$ cat src/ras_pkg.sv
package ras_pkg;

   localparam int RAS_DEPTH = 16;
   localparam int RAS_PC_W = 15;
   localparam int RAS_PTR_W = 5;

   // Register offsets on the core register port
   localparam logic [7:0] RAS_OFF_CAUSE = 8'h96;
   localparam logic [7:0] RAS_OFF_PTR = 8'hE0;
   localparam logic [7:0] RAS_OFF_TOP_LO = 8'hE1;
   localparam logic [7:0] RAS_OFF_TOP_HI = 8'hE2;
   localparam logic [7:0] RAS_OFF_STATUS = 8'hE3;
   localparam logic [7:0] RAS_OFF_MASK = 8'hE4;

   // Cause register fields
   localparam int RAS_CAUSE_OVF_BIT = 7;
   localparam int RAS_CAUSE_UNF_BIT = 6;

   // Interrupt status fields
   localparam int RAS_IRQ_PUSH_BIT = 0;
   localparam int RAS_IRQ_POP_BIT = 1;
   localparam int RAS_IRQ_OVF_BIT = 2;
   localparam int RAS_IRQ_UNF_BIT = 3;
   localparam int RAS_IRQ_W = 4;

   // Reset values
   localparam logic [4:0] RAS_PTR_RESET = 5'h1F;
   localparam logic [3:0] RAS_MASK_RESET = 4'h0;
   localparam logic [14:0] RAS_ENTRY_RESET = 15'h0000;

   // Length of the reset request pulse raised on a stack fault
   localparam int RAS_FAULT_RST_CYC = 1;

   typedef enum logic [1:0]
   {
      RAS_OP_NONE = 2'b00,
      RAS_OP_PUSH = 2'b01,
      RAS_OP_POP = 2'b10
   } ras_op_type;

endpackage

$ cat src/ras_stack.sv
`timescale 1ns/1ps
// Contract
// - Stack holds sixteen entries of fifteen bits each.
// - Stack storage lives outside program and data memory spaces.
// - Calls, call_via_wreg and interrupt vectoring push the program counter.
// - Return, return_with_literal and return_from_interrupt pop into the PC.
// - Push and pop never touch pc_latch_high.
// - With overflow reset disabled the stack wraps as a circular buffer.
// - Seventeenth push overwrites the first entry, eighteenth the second.
// - Overflow and underflow flags set whether or not reset is enabled.
// - Pointer selects the entry seen through top_entry_high and top_entry_low.
// - Top entry shows as separate readable, writable high and low bytes.
// - Stack pointer is five bits so faults can be detected.
// - Push increments the pointer, then writes the PC there.
// - Pop reads the addressed entry, then decrements the pointer.
// - Pointer addresses the last pushed entry not yet popped, unless software writes the pointer.
module ras_stack
   import ras_pkg::*;
(
   input wire logic clk,
   input wire logic reset,
   input wire logic overflow_reset_enable,
   input wire logic push_req,
   input wire logic pop_req,
   input wire logic [14:0] push_pc,
   output logic [14:0] pop_pc_q,
   output logic pop_valid_q,
   output logic fault_reset_q,
   input wire logic [7:0] reg_addr,
   input wire logic [7:0] reg_wdata,
   input wire logic reg_write,
   input wire logic reg_read,
   output logic [7:0] reg_rdata_q,
   output logic irq_q
);

   logic [RAS_PC_W-1:0] entry_q [RAS_DEPTH];
   logic [RAS_PTR_W-1:0] ptr_q;
   logic [RAS_PTR_W-1:0] ptr_d;
   logic [RAS_IRQ_W-1:0] mask_q;
   logic [RAS_IRQ_W-1:0] status;
   logic [RAS_IRQ_W-1:0] status_set;
   logic status_clear;
   logic ovf_flag_q;
   logic unf_flag_q;
   logic cause_clear_ovf;
   logic cause_clear_unf;
   ras_op_type op;
   logic [3:0] slot;
   logic [3:0] push_slot;
   logic overflow;
   logic underflow;
   logic do_push;
   logic do_pop;
   logic wr_ptr;
   logic wr_lo;
   logic wr_hi;
   logic [7:0] rdata_d;
   logic [RAS_IRQ_W-1:0] status_next;
   logic [RAS_IRQ_W-1:0] mask_next;
   logic wr_cause;
   logic wr_mask;
   logic fault_hit;
   logic [3:0] fault_cnt_q;

   // Pop wins if the sequencer ever raises both, a return never overlaps a call
   always_comb
   begin
      if (pop_req)
      begin
         op = RAS_OP_POP;
      end
      else if (push_req)
      begin
         op = RAS_OP_PUSH;
      end
      else
      begin
         op = RAS_OP_NONE;
      end
   end

   assign wr_ptr = reg_write && (reg_addr == RAS_OFF_PTR);
   assign wr_lo = reg_write && (reg_addr == RAS_OFF_TOP_LO);
   assign wr_hi = reg_write && (reg_addr == RAS_OFF_TOP_HI);
   assign wr_cause = reg_write && (reg_addr == RAS_OFF_CAUSE);
   assign wr_mask = reg_write && (reg_addr == RAS_OFF_MASK);

   // Full stack sits at index 15; empty at the all-ones pointer
   assign overflow = (op == RAS_OP_PUSH) && (ptr_q == 5'h0F);
   assign underflow = (op == RAS_OP_POP) && (ptr_q == 5'h1F);
   // Enabled fault reset refuses the request; circular mode lets it through
   assign do_push = (op == RAS_OP_PUSH) && !(overflow && overflow_reset_enable);
   assign do_pop = (op == RAS_OP_POP) && !(underflow && overflow_reset_enable);

   assign slot = ptr_q[3:0];
   assign push_slot = 4'(ptr_q + 5'h01);

   // Pointer: core operations beat a software write in the same cycle
   always_comb
   begin
      ptr_d = ptr_q;
      if (do_push)
      begin
         // Wraps inside four bits when reset is off, so depth stays sixteen
         ptr_d = {1'b0, push_slot};
      end
      else if (do_pop)
      begin
         ptr_d = ptr_q - 5'h01;
      end
      else if (wr_ptr)
      begin
         ptr_d = reg_wdata[RAS_PTR_W-1:0];
      end
   end

   always_ff @(posedge clk)
   begin
      if (reset)
      begin
         // Empty sits one below entry zero, so the first push lands there
         ptr_q <= RAS_PTR_RESET;
      end
      else
      begin
         ptr_q <= ptr_d;
      end
   end

   // Private array, not decoded from any memory address
   always_ff @(posedge clk)
   begin
      if (reset)
      begin
         for (int i = 0; i < RAS_DEPTH; i++)
         begin
            entry_q[i] <= RAS_ENTRY_RESET;
         end
      end
      else if (do_push)
      begin
         entry_q[push_slot] <= push_pc;
      end
      // A byte write in a push cycle is lost; the push wins
      else if (wr_lo)
      begin
         entry_q[slot][7:0] <= reg_wdata;
      end
      else if (wr_hi)
      begin
         entry_q[slot][14:8] <= reg_wdata[6:0];
      end
   end

   // Return address comes out of the entry before the pointer moves
   // Holds until the next accepted pop, so a late reader still sees it
   always_ff @(posedge clk)
   begin
      if (reset)
      begin
         pop_pc_q <= RAS_ENTRY_RESET;
      end
      else if (do_pop)
      begin
         pop_pc_q <= entry_q[slot];
      end
   end

   always_ff @(posedge clk)
   begin
      if (reset)
      begin
         pop_valid_q <= 1'b0;
      end
      else
      begin
         pop_valid_q <= do_pop;
      end
   end

   // Only stack state changes here; the PC latch register is not a port

   // Fault asks for a reset only while the reset option is on
   assign fault_hit = (overflow || underflow) && overflow_reset_enable;

   // Pulse length is a package count so a slow system reset can be met
   always_ff @(posedge clk)
   begin
      if (reset)
      begin
         fault_cnt_q <= 4'h0;
      end
      else if (fault_hit)
      begin
         fault_cnt_q <= 4'(RAS_FAULT_RST_CYC - 1);
      end
      else if (fault_cnt_q != 4'h0)
      begin
         fault_cnt_q <= fault_cnt_q - 4'h1;
      end
   end

   always_ff @(posedge clk)
   begin
      if (reset)
      begin
         fault_reset_q <= 1'b0;
      end
      else
      begin
         fault_reset_q <= fault_hit || (fault_cnt_q != 4'h0);
      end
   end

   // Cause flags are cleared by writing zero; the reset input clears them too,
   // so the fault pulse must not be looped back onto it
   assign cause_clear_ovf = wr_cause && !reg_wdata[RAS_CAUSE_OVF_BIT];
   assign cause_clear_unf = wr_cause && !reg_wdata[RAS_CAUSE_UNF_BIT];

   // Set wins over a clearing write in the same cycle
   always_ff @(posedge clk)
   begin
      if (reset)
      begin
         ovf_flag_q <= 1'b0;
      end
      else if (overflow)
      begin
         ovf_flag_q <= 1'b1;
      end
      else if (cause_clear_ovf)
      begin
         ovf_flag_q <= 1'b0;
      end
   end

   always_ff @(posedge clk)
   begin
      if (reset)
      begin
         unf_flag_q <= 1'b0;
      end
      else if (underflow)
      begin
         unf_flag_q <= 1'b1;
      end
      else if (cause_clear_unf)
      begin
         unf_flag_q <= 1'b0;
      end
   end

   // Interrupt status: push, pop, overflow, underflow events
   assign status_set[RAS_IRQ_PUSH_BIT] = do_push;
   assign status_set[RAS_IRQ_POP_BIT] = do_pop;
   assign status_set[RAS_IRQ_OVF_BIT] = overflow;
   assign status_set[RAS_IRQ_UNF_BIT] = underflow;
   assign status_clear = reg_read && (reg_addr == RAS_OFF_STATUS);

   // Next status and mask, so irq_q never lags them by a cycle
   assign status_next = status_set | (status & ~{RAS_IRQ_W{status_clear}});
   assign mask_next = wr_mask ? reg_wdata[RAS_IRQ_W-1:0] : mask_q;

   // One sticky cell per event; one status read clears them all
   genvar g;
   generate
      for (g = 0; g < RAS_IRQ_W; g++)
      begin : g_sticky
         ras_sticky u_sticky
         (
            .clk(clk),
            .reset(reset),
            .set(status_set[g]),
            .clear(status_clear),
            .flag_q(status[g])
         );
      end
   endgenerate

   always_ff @(posedge clk)
   begin
      if (reset)
      begin
         mask_q <= RAS_MASK_RESET;
      end
      else if (wr_mask)
      begin
         mask_q <= reg_wdata[RAS_IRQ_W-1:0];
      end
   end

   always_ff @(posedge clk)
   begin
      if (reset)
      begin
         irq_q <= 1'b0;
      end
      else
      begin
         irq_q <= |(status_next & mask_next);
      end
   end

   // Read mux; unmapped addresses read zero
   always_comb
   begin
      rdata_d = 8'h00;
      case (reg_addr)
         RAS_OFF_CAUSE:
         begin
            rdata_d[RAS_CAUSE_OVF_BIT] = ovf_flag_q;
            rdata_d[RAS_CAUSE_UNF_BIT] = unf_flag_q;
         end
         RAS_OFF_PTR: rdata_d = {3'h0, ptr_q};
         RAS_OFF_TOP_LO: rdata_d = entry_q[slot][7:0];
         RAS_OFF_TOP_HI: rdata_d = {1'b0, entry_q[slot][14:8]};
         RAS_OFF_STATUS: rdata_d = {4'h0, status};
         RAS_OFF_MASK: rdata_d = {4'h0, mask_q};
         default: rdata_d = 8'h00;
      endcase
   end

   always_ff @(posedge clk)
   begin
      if (reset)
      begin
         reg_rdata_q <= 8'h00;
      end
      else if (reg_read)
      begin
         reg_rdata_q <= rdata_d;
      end
      else
      begin
         // Idle zero lets several register slaves share one OR-ed read bus
         reg_rdata_q <= 8'h00;
      end
   end

endmodule

$ cat src/ras_sticky.sv
`timescale 1ns/1ps
module ras_sticky
   import ras_pkg::*;
(
   input wire logic clk,
   input wire logic reset,
   input wire logic set,
   input wire logic clear,
   output logic flag_q
);

   // Set beats clear so an event in the clearing cycle survives
   always_ff @(posedge clk)
   begin
      if (reset)
      begin
         flag_q <= 1'b0;
      end
      else if (set)
      begin
         flag_q <= 1'b1;
      end
      else if (clear)
      begin
         flag_q <= 1'b0;
      end
   end

endmodule

$ cat config.mk
export PLATFORM = sky130hd
export DESIGN_NAME = ras_stack
export DESIGN_NICKNAME = d
export VERILOG_FILES = /design/src/ras_pkg.sv /design/src/ras_stack.sv /design/src/ras_sticky.sv
export SDC_FILE = /design/constraint.sdc
export NUM_CORES = 1
export LEC_CHECK = 0
export ABC_CLOCK_PERIOD_IN_PS = 3300
export BUFFER_PORTS_ARGS = -buffer_cell sky130_fd_sc_hd__buf_2
export CAP_MARGIN = 20
export CORE_MARGIN = 5
export CORE_UTILIZATION = 62
export DETAILED_ROUTE_END_ITERATION = 10
export PLACE_DENSITY = 0.8
export SLEW_MARGIN = 20
export SYNTH_ARGS = -nofsm -noshare
export SYNTH_HDL_FRONTEND = slang
export SYNTH_SLANG_ARGS = --single-unit
$ cat constraint.sdc
create_clock -name clk -period 3.3 [get_ports clk]
set_input_delay 0.66 -clock clk [delete_from_list [all_inputs] [get_ports clk]]
set_output_delay 0.66 -clock clk [all_outputs]
set_load 0.01 [all_outputs]
After elaboration in Yosys (flattened, before gate mapping)
Memories as Yosys holds them, arrays and structs flattened. A register that Yosys moved wholly into a read port is not among the register bits.
Cells that the tools add are included.
{ "totals": {"register_bits": 45, "ram_bits": 240, "input_bits": 38, "out_inout_bits": 26, "wordCells": 106, "n_memories": 1} }
{ "memory_table": {"columns": ["memory", "depth", "word_bits", "read_ports", "rd_clocked_by_memory_dff", "wr", "line", "text"], "rows": [
  ["entry_q", 16, 15, 1, 1, 16, "ras_stack.sv:37", "logic [RAS_PC_W-1:0] entry_q [RAS_DEPTH];"]
]} }
{ "op_classes": {"add_sub_neg": 3, "eq_ne": 10, "n_mux": 39, "n_bitwise": 5, "reduce_logical": 34} }
{ "ops": {"columns": ["cell", "n"], "rows": [
  ["$eq 8x8->1 const B", 6],
  ["$mux 15", 2],
  ["$pmux 6 s5", 1],
  ["$reduce_or 15->1", 2],
  ["$mux 1", 25],
  ["$mux 4", 5],
  ["$logic_and 1x1->1", 15],
  ["$mux 5", 3],
  ["$reduce_bool 2->1", 6],
  ["$and 4x4->4", 2],
  ["$pmux 2 s3", 1],
  ["$eq 5x4->1 const B", 1],
  ["$eq 5x5->1 const B", 1],
  ["$sub 5x1->5 const B", 1],
  ["$add 4x1->4 const B", 1],
  ["$logic_not 1->1", 4],
  ["$mux 2", 2],
  ["$not 4->4", 1],
  ["$or 4x4->4", 1],
  ["$reduce_bool 4->1", 1],
  ["$reduce_or 2->1", 2],
  ["$reduce_or 4->1", 1],
  ["$sub 4x1->4 const B", 1],
  ["$reduce_bool 3->1", 1],
  ["4 further kinds", 5]
]} }

Logic depth before layout (Yosys ltp)
Gate-level depths: netlist of run 1.
{ "logic_depth": {"depth_word": 13, "ltp_mapped": 10} }

By module
A second synthesis of run 1 with hierarchy kept.
{ "hier_totals": {"cells_unflattened": 1099, "hier_area_um2": 14007.2} }
{ "by_module_without_submodules": {"columns": ["module", "n_inst", "cells_each", "area_per_inst_um2", "seq_area_each_um2"], "rows": [
  ["ras_stack", 1, 1083, 13852.0, 8107.8],
  ["ras_sticky", 4, 4, 38.8, 20.0]
]} }

Worst setup path before layout of run 1
Ideal clock, no wire load.
{ "synth_path": {"path_type": "input to register", "startpoint": "in reg_addr[1]", "endpoint": "mem entry_q[6][0], enable pin", "setup_ps": 384, "arrival_time_ps": 2486, "t_required_ps": 2916, "path_slack_ps": 430, "stages": 7, "n_path_buf": 1, "path_cell_list": "nor2b_1 > clkbuf_1 > o21ai_2 > o31ai_2 > mux2i_2 > nand2_1 > o21ai_0"} }
{ "synth_lines": {"columns": ["item", "line", "text"], "rows": [
  ["from (decl)", "ras_stack.sv:29", "input wire logic [7:0] reg_addr,"],
  ["to (decl)", "ras_stack.sv:37", null]
]} }

==> results_dict.tcl, run 1 <==
set metrics [dict create \
    p_total_w 0.009098 \
    ant_nets 0 \
    whs_ps 451.4 \
    cts.clk_slew.worst_paths_ps 60 \
    final_cells 1519 \
    max_freq_mhz 317.5 \
    via_per_inst 6.600 \
    p_leak_nw 5.594 \
    tightest_slew_ps 725.0 \
    cts_resized 0 \
    place_congestion 0.9987 \
    portBuffers 63 \
    cts_sinks 289 \
    rsz0062_at_grt "false" \
    cts_setup_buffers 0 \
    dr.pass1.iters 7 \
    io_pins 64 \
    grt_usage_pct 31.87 \
    ys_ff_latch 289 \
    synthArstFlopShare_pct 0 \
    crit_fanout 15 \
    yosysSeqAreaShare_pct 61.31 \
    cp-start-kind "flop" \
    grt_pass1_wl_um 58370 \
    final_nets 1264 \
    maxCapViolations 0 \
    numCtsBuffers 29 \
    die-area_sq_um 24580 \
    min_period_over_period_pct 95.45 \
    antenna_found_initial 0 \
    wirelength_um 38640 \
    syn_nets 1143 \
    fin_skew_ps 11.22 \
    dp_cells 1466 \
    fp.dieW_um 156.8 \
    synth_edf_count 240 \
    htreeDepth 1 \
    grt_max_degree 42 \
    max-clock-path-buffers 3 \
    layout-area-overhead-vs-synth_pct 14.62 \
    synth_area_sq_um 13360 \
    cp-end-kind "flop" \
    status "finished clean" \
    syn_inst 1101 \
    post_dp_cell_area_sq_um 14440 \
    final_cell_area_sq_um 15310 \
    power.ir.vdd_worst_v 0.0003019 \
    finalHoldViolations 0 \
    criticalPathCategory "reg2reg" \
    maxSlewViolCount 0 \
    hp-class "reg2reg" \
    antenna_cells 0 \
    drc 0 \
    core.rowCount 53 \
    synth_area_leaders "edfxtp_1 (54%), mux4_2 (10%), nor2_1 (7.9%), dfxtp_1 (7.3%), nand2_1 (3.3%)" \
    ys_top_cells_by_count "nor2_1 (281), edfxtp_1 (240), nand2_1 (119)" \
    cp.required_ps 3560 \
    cts_tree "built" \
    avgSynthCellArea_sq_um 12.13 \
    worstSkewPairLatency_ps 550 \
    wire_per_inst_um 25.44 \
    synth_top_flop_cell "edfxtp_1" \
    grt_overflow_total 0 \
    netlist-cell-type-count 67 \
    die_y_um 156.8 \
    ctsRootBufferMaster "clkbuf_16" \
    fin_crit_ps 3150 \
    synth_top_area_share_pct 53.96 \
    drt-initial-drc-count 1713 \
    crit_arrival_ps 3410 \
    dp.final_hpwl_um 28440 \
    setup_viol 0 \
    coreArea_sq_um 21090 \
    worst_slew_margin_rel_pct 51.50 \
    ys_warn_count 0 \
    drive_gt1_share_pct 23.23 \
    ctsHoldBuffers 0 \
    vias 10030 \
    synth_area_leader_cell "edfxtp_1" \
    synth_most_common_cell "nor2_1" \
    grt_pass1_vias 9934 \
    tns_ps 0 \
    start_util_pct 63.33 \
    power_density_nw_per_um2 594.3 \
]
[worst paths after layout]
path | cells past startpoint | end | slack, ps | startpoint
worst min-delay path | 2 | pop_pc_q[5] | 450 | pop_pc_q[5]
worst min register to register | 2 | pop_pc_q[5] | 450 | pop_pc_q[5]
worst max register to register | 7 | entry_q[9][7] | 150 | ptr_q[2]
worst max-delay path | 7 | entry_q[9][7] | 150 | ptr_q[2]
[flip-flops by register name (all words and copies together) (netlist names), named ones only]
signal / cells
ptr_q: 5
pop_valid_q: 1
entry_q: 240
unf_flag_q: 1
fault_cnt_q: 4
mask_q: 4
fault_reset_q: 1
ovf_flag_q: 1
g_sticky.u_sticky.flag_q: 4
irq_q: 1
pop_pc_q: 15
reg_rdata_q: 8
[cell type report]
| type | instances | area (sq um) |
|---|---|---|
| clock buffer | 40 | 810.8 |
| clock inverter | 13 | 60.06 |
| fill | 1380 | 5779 |
| inverter | 13 | 48.80 |
| multi-input combinational | 723 | 4753 |
| sequential | 289 | 8190 |
| tap | 275 | 344.1 |
| timing repair buffer | 166 | 1101 |
[placed cells by master (no fill, tap or decap), drive strengths merged, types with 3 or more instances in the layout]
master and count:
nor2 281, edfxtp 240, buf 166, nand2 119
mux4 63, o21ai 50, dfxtp 49, a21oi 44
clkbuf 40, o31ai 16, inv 13, mux2i 13
clkinv 13, nand4 12, a22oi 12, nand3 11
nor3 9, o22ai 9, nor2b 8, a31oi 8
a211oi 7, nand2b 6, xnor2 6, ha 4
and2 3, a22o 3, a221oi 3, a21boi 3
[cells by family after synthesis]
group / share of synthesized area, %
simple gates: 14.49
flops: 61.31
compound gates: 8.188
buf+inv: 3.363
mux: 11.88
xor+xnor: 0.3935
fa+ha+maj: 0.3748
[report_power, final]
group / leakage (nW) / switching (W) / total, W / internal [W]
clock: 0.438 / 0.00135 / 0.00305 / 0.00171
combinational: 2.27 / 0.00112 / 0.00177 / 0.000651
sequential: 2.88 / 0.000126 / 0.00427 / 0.00415
total: 5.59 / 0.00259 / 0.00910 / 0.00650
[per-stage QoR]
| step | utilization, % | worst slack (ps) |
|---|---|---|
| after floorplan | - | 430.2 |
| after global placement | 68.46 | 128.9 |
| after detailed placement | 68.46 | 75.42 |
| after CTS | 72.59 | 301.5 |
| after global routing | 72.59 | 55.83 |
| final | 72.59 | 150.1 |
[metal layers]
metal / share of wire [%] / track usage, % / vias to the layer above / wire [um]
li1: - / - / 4282 / -
met1: 35 / 42.23 / 4778 / 13360
met2: 46 / 50.84 / 809 / 17940
met3: 13 / 6.914 / 157 / 5088
met4: 5.8 / 15.12 / 0 / 2251
met5: 0 / 0 / - / 0
[critical path, stage by stage, from the launching register on]
cell,delay (ps)
dfxtp_1,670
and4_4,360
a21o_1,220
nand3_1,220
a21oi_1,500
a21oi_4,250
o21ai_0,390
buf_4,240
No activity file was read; power rests on OpenSTA's default activity.
==> run 2: changes to the inputs <==
--- a/config.mk
+++ b/config.mk
@@ -12,6 +12,7 @@
 export CORE_UTILIZATION = 62
 export DETAILED_ROUTE_END_ITERATION = 10
 export PLACE_DENSITY = 0.8
+export REMOVE_ABC_BUFFERS = 1
 export SLEW_MARGIN = 20
 export SYNTH_ARGS = -nofsm -noshare
 export SYNTH_HDL_FRONTEND = slang
==> run 2 against run 1 <==
Non-clock buffer count grew 2. Clock power grew 3%. Cell count grew 0.13%. Combinational power is essentially flat. Hold slack is essentially flat. Die area is the same. Register-to-register slack gained 120 ps. Global-route usage grew 0.45 points. Maximum frequency grew 3.8%. Largest power group unchanged. Core utilization grew 0.28 points. Design area grew 0.38%.
==> results_dict.tcl, run 2 (synthesized netlist as in run 1, its figures left out) <==
set metrics [dict create \
    internal_power_w 0.006580 \
    cts_sinks 289 \
    crit_path_end "entry_q[9][0]" \
    maxCapViolations 0 \
    coreArea_sq_um 21090 \
    worst_slew_margin_rel_pct 35.99 \
    vias 10130 \
    final_cell_mix "nor2_1 (281), edfxtp_1 (240), nand2_1 (119)" \
    worstRegToRegCells 9 \
    grt_pass1_wl_um 59620 \
    max_freq_mhz 329.7 \
    worstSkewPairLatency_ps 550 \
    hp-class "reg2reg" \
    die_y_um 156.8 \
    rsz0062_at_grt "false" \
    grt_pass1_vias 10080 \
    final_nets 1266 \
    antenna_found_initial 0 \
    cp-end-kind "flop" \
    seqPwrFrac_pct 46.4 \
    io_pins 64 \
    cts_resized 0 \
    cp.required_ps 3550 \
    fillers 1294 \
    wirelength_um 39070 \
    place_congestion 0.9734 \
    sw_frac_of_total_pct 28.55 \
    cts_setup_buffers 0 \
    p_total_w 0.009209 \
    regMostFlops "entry_q" \
    wire_per_inst_um 25.69 \
    preCtsSetupSlack_ps 229.8 \
    critical_path.startpoint "ptr_q[0]" \
    setup_viol 0 \
    reg_top3 "entry_q x240, pop_pc_q x15, reg_rdata_q x8" \
    die-area_sq_um 24580 \
    core.rowCount 53 \
    power_density_nw_per_um2 599.2 \
    fin_crit_ps 3033 \
    fp.dieW_um 156.8 \
    htreeDepth 1 \
    final-seq-area_sq_um 8193 \
    ctsRootBufferMaster "clkbuf_16" \
    power.ir.vdd_worst_v 0.0004259 \
    power_switching_w 0.002629 \
    portBuffers 63 \
    post_dp_cell_area_sq_um 14470 \
    numCtsBuffers 29 \
    criticalPathCategory "reg2reg" \
    post-route-util_pct 72.87 \
    antenna_cells 0 \
    tns_ps 0 \
    combPwrFrac_pct 19.4 \
    cts.clk_slew.worst_paths_ps 60 \
    r2r-end "entry_q[9][0]" \
    start_util_pct 63.33 \
    grt_usage_pct 32.32 \
    min_period_over_period_pct 91.92 \
    dp.final_hpwl_um 27510 \
    grt_overflow_total 0 \
    grt_max_degree 68 \
    max-clock-path-buffers 3 \
    tightest_slew_ps 953.8 \
    crit_fanout 13 \
    drc 0 \
    status "finished clean" \
    maxSlewViolCount 0 \
    clockPowerShare_pct 34.2 \
    layout-area-overhead-vs-synth_pct 15.06 \
    p_leak_nw 5.611 \
    drt-initial-drc-count 1421 \
    multi_input_area_sq_um 4753 \
    drive_gt1_share_pct 23.35 \
    via_per_inst 6.657 \
    setup_ws_ps 266.6 \
    cts_tree "built" \
    largest_register_ffs 240 \
    crit_arrival_ps 3280 \
    fin_skew_ps 20.25 \
    final_cell_area_sq_um 15370 \
    cp-start-kind "flop" \
    finalHoldViolations 0 \
    reg2reg_from "ptr_q[0]" \
    r2r_slack_ps 270 \
    dr.pass1.iters 8 \
    ctsHoldBuffers 0 \
    layout_commonest_cell "nor2_1" \
    ant_nets 0 \
]
## run 2: worst max-delay path: stages (launching register included)
cell and delay, ps:
dfxtp_1 330, ha_1 190, and4_4 270, a21oi_2 150
buf_4 220, nor4_1 320, mux2_2 420, nand2_1 200
o21ai_0 400, buf_4 250
## run 2: worst min-delay path by stage
| stage | from | end | depth (start not counted) |
|---|---|---|---|
| floorplan | ovf_flag_q | ovf_flag_q | 2 |
| global placement | pop_pc_q[8] | pop_pc_q[8] | 2 |
| detailed placement | pop_pc_q[5] | pop_pc_q[5] | 2 |
| CTS | pop_pc_q[5] | pop_pc_q[5] | 2 |
| global route | pop_pc_q[7] | pop_pc_q[7] | 2 |
| finish | pop_pc_q[0] | pop_pc_q[0] | 2 |
## run 2: power groups by stage
stage / combinational [W] / clock, W / sequential (W)
finish: 0.00178 / 0.00315 / 0.00427
global route: 0.00188 / 0.00331 / 0.00429
CTS: 0.00174 / 0.00315 / 0.00427
detailed placement: 0.00171 / 0 / 0.00434
global placement: 0.00167 / 0 / 0.00433
floorplan: 0.000923 / 0 / 0.00438
## run 2: cell type report
cell class	instances	share of cell area [%]
clock inverters	10	0.5292
flip-flops and latches	289	53.31
well taps	275	2.239
clock buffers	43	5.325
multi-input cells	723	30.93
repair buffers	168	7.344
inverters	13	0.3175
## run 2: stage by stage
| step | std cells | hold WS [ps] |
|---|---|---|
| floorplan | 1025 | 447.9 |
| global placement | 1468 | 440.3 |
| detailed placement | 1468 | 443.1 |
| CTS | 1521 | 451.4 |
| global route | 1521 | 494.0 |
| finish | 1521 | 451.5 |
## run 2: routing by layer
metal	GRT usage [%]	wire length, um
met4	13.80	2171
met3	6.803	5016
met2	52.60	18470
met5	0	0
met1	42.70	13420
==> run 3: changes to the inputs <==
--- a/config.mk
+++ b/config.mk
@@ -16,4 +16,5 @@
 export SLEW_MARGIN = 20
 export SYNTH_ARGS = -nofsm -noshare
 export SYNTH_HDL_FRONTEND = slang
+export SYNTH_HIERARCHICAL = 1
 export SYNTH_SLANG_ARGS = --single-unit
==> run 3 against run 2 <==
Clock skew shrank 9.4 ps. Register-to-register slack lost 97 ps. Sequential cell count is the same.
==> results_dict.tcl, run 3 <==
set metrics [dict create \
    die-area_sq_um 25700 \
    max_freq_mhz 319.5 \
    final_cells 1486 \
    synth_area_leader_cell "edfxtp_1" \
    antenna_found_initial 0 \
    start_util_pct 62.44 \
    ys_warn_count 6 \
    worstSkewPairLatency_ps 550 \
    criticalPathCategory "reg2reg" \
    rsz0062_at_grt "false" \
    reg_top3 "entry_q x240, pop_pc_q x15, reg_rdata_q x8" \
    io_pins 64 \
    largest_register_ffs 240 \
    layout_commonest_cell "edfxtp_1" \
    maxCapViolations 0 \
    setup_viol 0 \
    wire_per_inst_um 25.60 \
    dp_cells 1434 \
    status "finished clean" \
    grt_overflow_total 0 \
    cp.required_ps 3580 \
    regMostFlops "entry_q" \
    syn_inst 1099 \
    dp.final_hpwl_um 25370 \
    power.ir.vdd_worst_v 0.0004313 \
    fin_crit_ps 3130 \
    netlist-cell-type-count 69 \
    max-clock-path-buffers 3 \
    cp-start-kind "flop" \
    via_per_inst 6.902 \
    cts.clk_slew.worst_paths_ps 60 \
    worstRegToRegCells 8 \
    vias 10260 \
    place_congestion 0.9330 \
    htreeDepth 1 \
    ys_ff_latch 289 \
    maxSlewViolCount 0 \
    synth_area_leaders "edfxtp_1 (51%), mux4_2 (9.5%), dfxtp_1 (7.0%), nor3_1 (6.8%), buf_2 (2.7%)" \
    layout-area-overhead-vs-synth_pct 13.65 \
    die_y_um 160.3 \
    yosysSeqAreaShare_pct 58.45 \
    core.rowCount 55 \
    ant_nets 0 \
    drc 0 \
    synth_most_common_cell "edfxtp_1" \
    antenna_cells 0 \
    wirelength_um 38040 \
    numCtsBuffers 29 \
    tightest_slew_ps 1064 \
    fp.dieW_um 160.3 \
    grt_pass1_vias 9907 \
    synth_edf_count 240 \
    synthArstFlopShare_pct 0 \
    synth_top_area_share_pct 51.45 \
    cts_resized 0 \
    finalHoldViolations 0 \
    drive_gt1_share_pct 28.81 \
    synth_area_sq_um 14010 \
    worst_slew_margin_rel_pct 28.33 \
    hp-class "reg2reg" \
    p_total_w 0.009800 \
    portBuffers 63 \
    whs_path_depth 2 \
    final_nets 1222 \
    drt-initial-drc-count 1446 \
    avgSynthCellArea_sq_um 12.75 \
    cp-end-kind "flop" \
    crit_arrival_ps 3410 \
    cts_sinks 289 \
    cts_tree "built" \
    fin_skew_ps 10.89 \
    power_density_nw_per_um2 615.6 \
    grt_pass1_wl_um 59090 \
    ys_top_cells_by_count "edfxtp_1 (240), nor3_1 (191), buf_2 (75)" \
    synth_top_flop_cell "edfxtp_1" \
    ctsHoldBuffers 0 \
    ctsRootBufferMaster "clkbuf_16" \
    grt_max_degree 45 \
    grt_usage_pct 29.45 \
    crit_fanout 44 \
    dr.pass1.iters 5 \
    final_cell_mix "edfxtp_1 (240), nor3_1 (191), buf_4 (109)" \
    p_leak_nw 5.503 \
    min_period_over_period_pct 94.85 \
    cts_setup_buffers 0 \
    coreArea_sq_um 22430 \
]
==> run 3: cells by family (layout without fill, tap and decap cells) <==
group	Yosys count	in the layout	synth area share, %
AO/OA/AOI/OAI	172	172	8.968
XOR/XNOR	4	4	0.2502
adder cells (fa/ha/maj)	4	4	0.3573
buffers and inverters	144	246	4.877
flip-flops	289	289	58.45
multiplexers	82	82	11.21
AND/OR/NAND/NOR	404	404	15.88
==> run 3: layer usage <==
metal  vias up  track usage [%]  part of all wire (%)  wire (um)
met4         0            10.83                   4.3       1639
li1       4464                -                     -          -
met2       669            46.42                    48      18200
met3       105            4.593                    11       4105
met5         -                0                     0          0
met1      5019            42.26                    37      14090
==> run 3: path summary, 6_finish.rpt <==
kind	slack (ps)	start	to
worst max-delay path	170	ptr_q[0]	entry_q[6][10]
worst min-delay path	460	pop_pc_q[4]	pop_pc_q[4]
worst max register to register	170	ptr_q[0]	entry_q[6][10]
worst min register to register	460	pop_pc_q[4]	pop_pc_q[4]
==> run 3: area by class of cell <==
cell class	instances	area, sq um
clock buffers	37	755.7
clock inverters	15	101.3
fillers	1476	6515
inverters	18	67.56
multi-input cells	666	5231
flip-flops and latches	289	8193
well taps	285	356.6
repair buffers	176	1214
==> run 3: per-stage QoR <==
| stage | setup WS (ps) | instance area [sq um] | hold WS (ps) | setup TNS [ps] | utilization [%] |
|---|---|---|---|---|---|
| 6_report | 169.8 | 15920 | 456.1 | 0 | 70.96 |
| 5_1_grt | 59.33 | 15920 | 480.3 | 0 | 70.96 |
| 4_1_cts | 234.3 | 15920 | 444.5 | 0 | 70.96 |
| 3_5_place_dp | 5.097 | 15060 | 451.1 | 0 | 67.14 |
| 3_3_place_gp | 87.56 | 15060 | 441.0 | 0 | 67.14 |
| 2_1_floorplan | -2920 | 13390 | 435.2 | -802080 | - |
==> run 3: critical path: stages, from the launching register on <==
cell,delay (ps)
dfxtp_1,330
ha_1,230
nand3_1,200
o21ai_4,230
buf_12,230
a21oi_1,150
nor2_4,830
buf_4,480
nor3_1,130
==> run 3: where the power goes <==
| part | switching, W | leakage [nW] | internal [W] | total [W] |
|---|---|---|---|---|
| registers | 0.000133 | 2.88 | 0.00417 | 0.00430 |
| logic | 0.00162 | 2.21 | 0.000832 | 0.00245 |
| clock network | 0.00135 | 0.415 | 0.00169 | 0.00304 |
| total | 0.00311 | 5.50 | 0.00669 | 0.00980 |
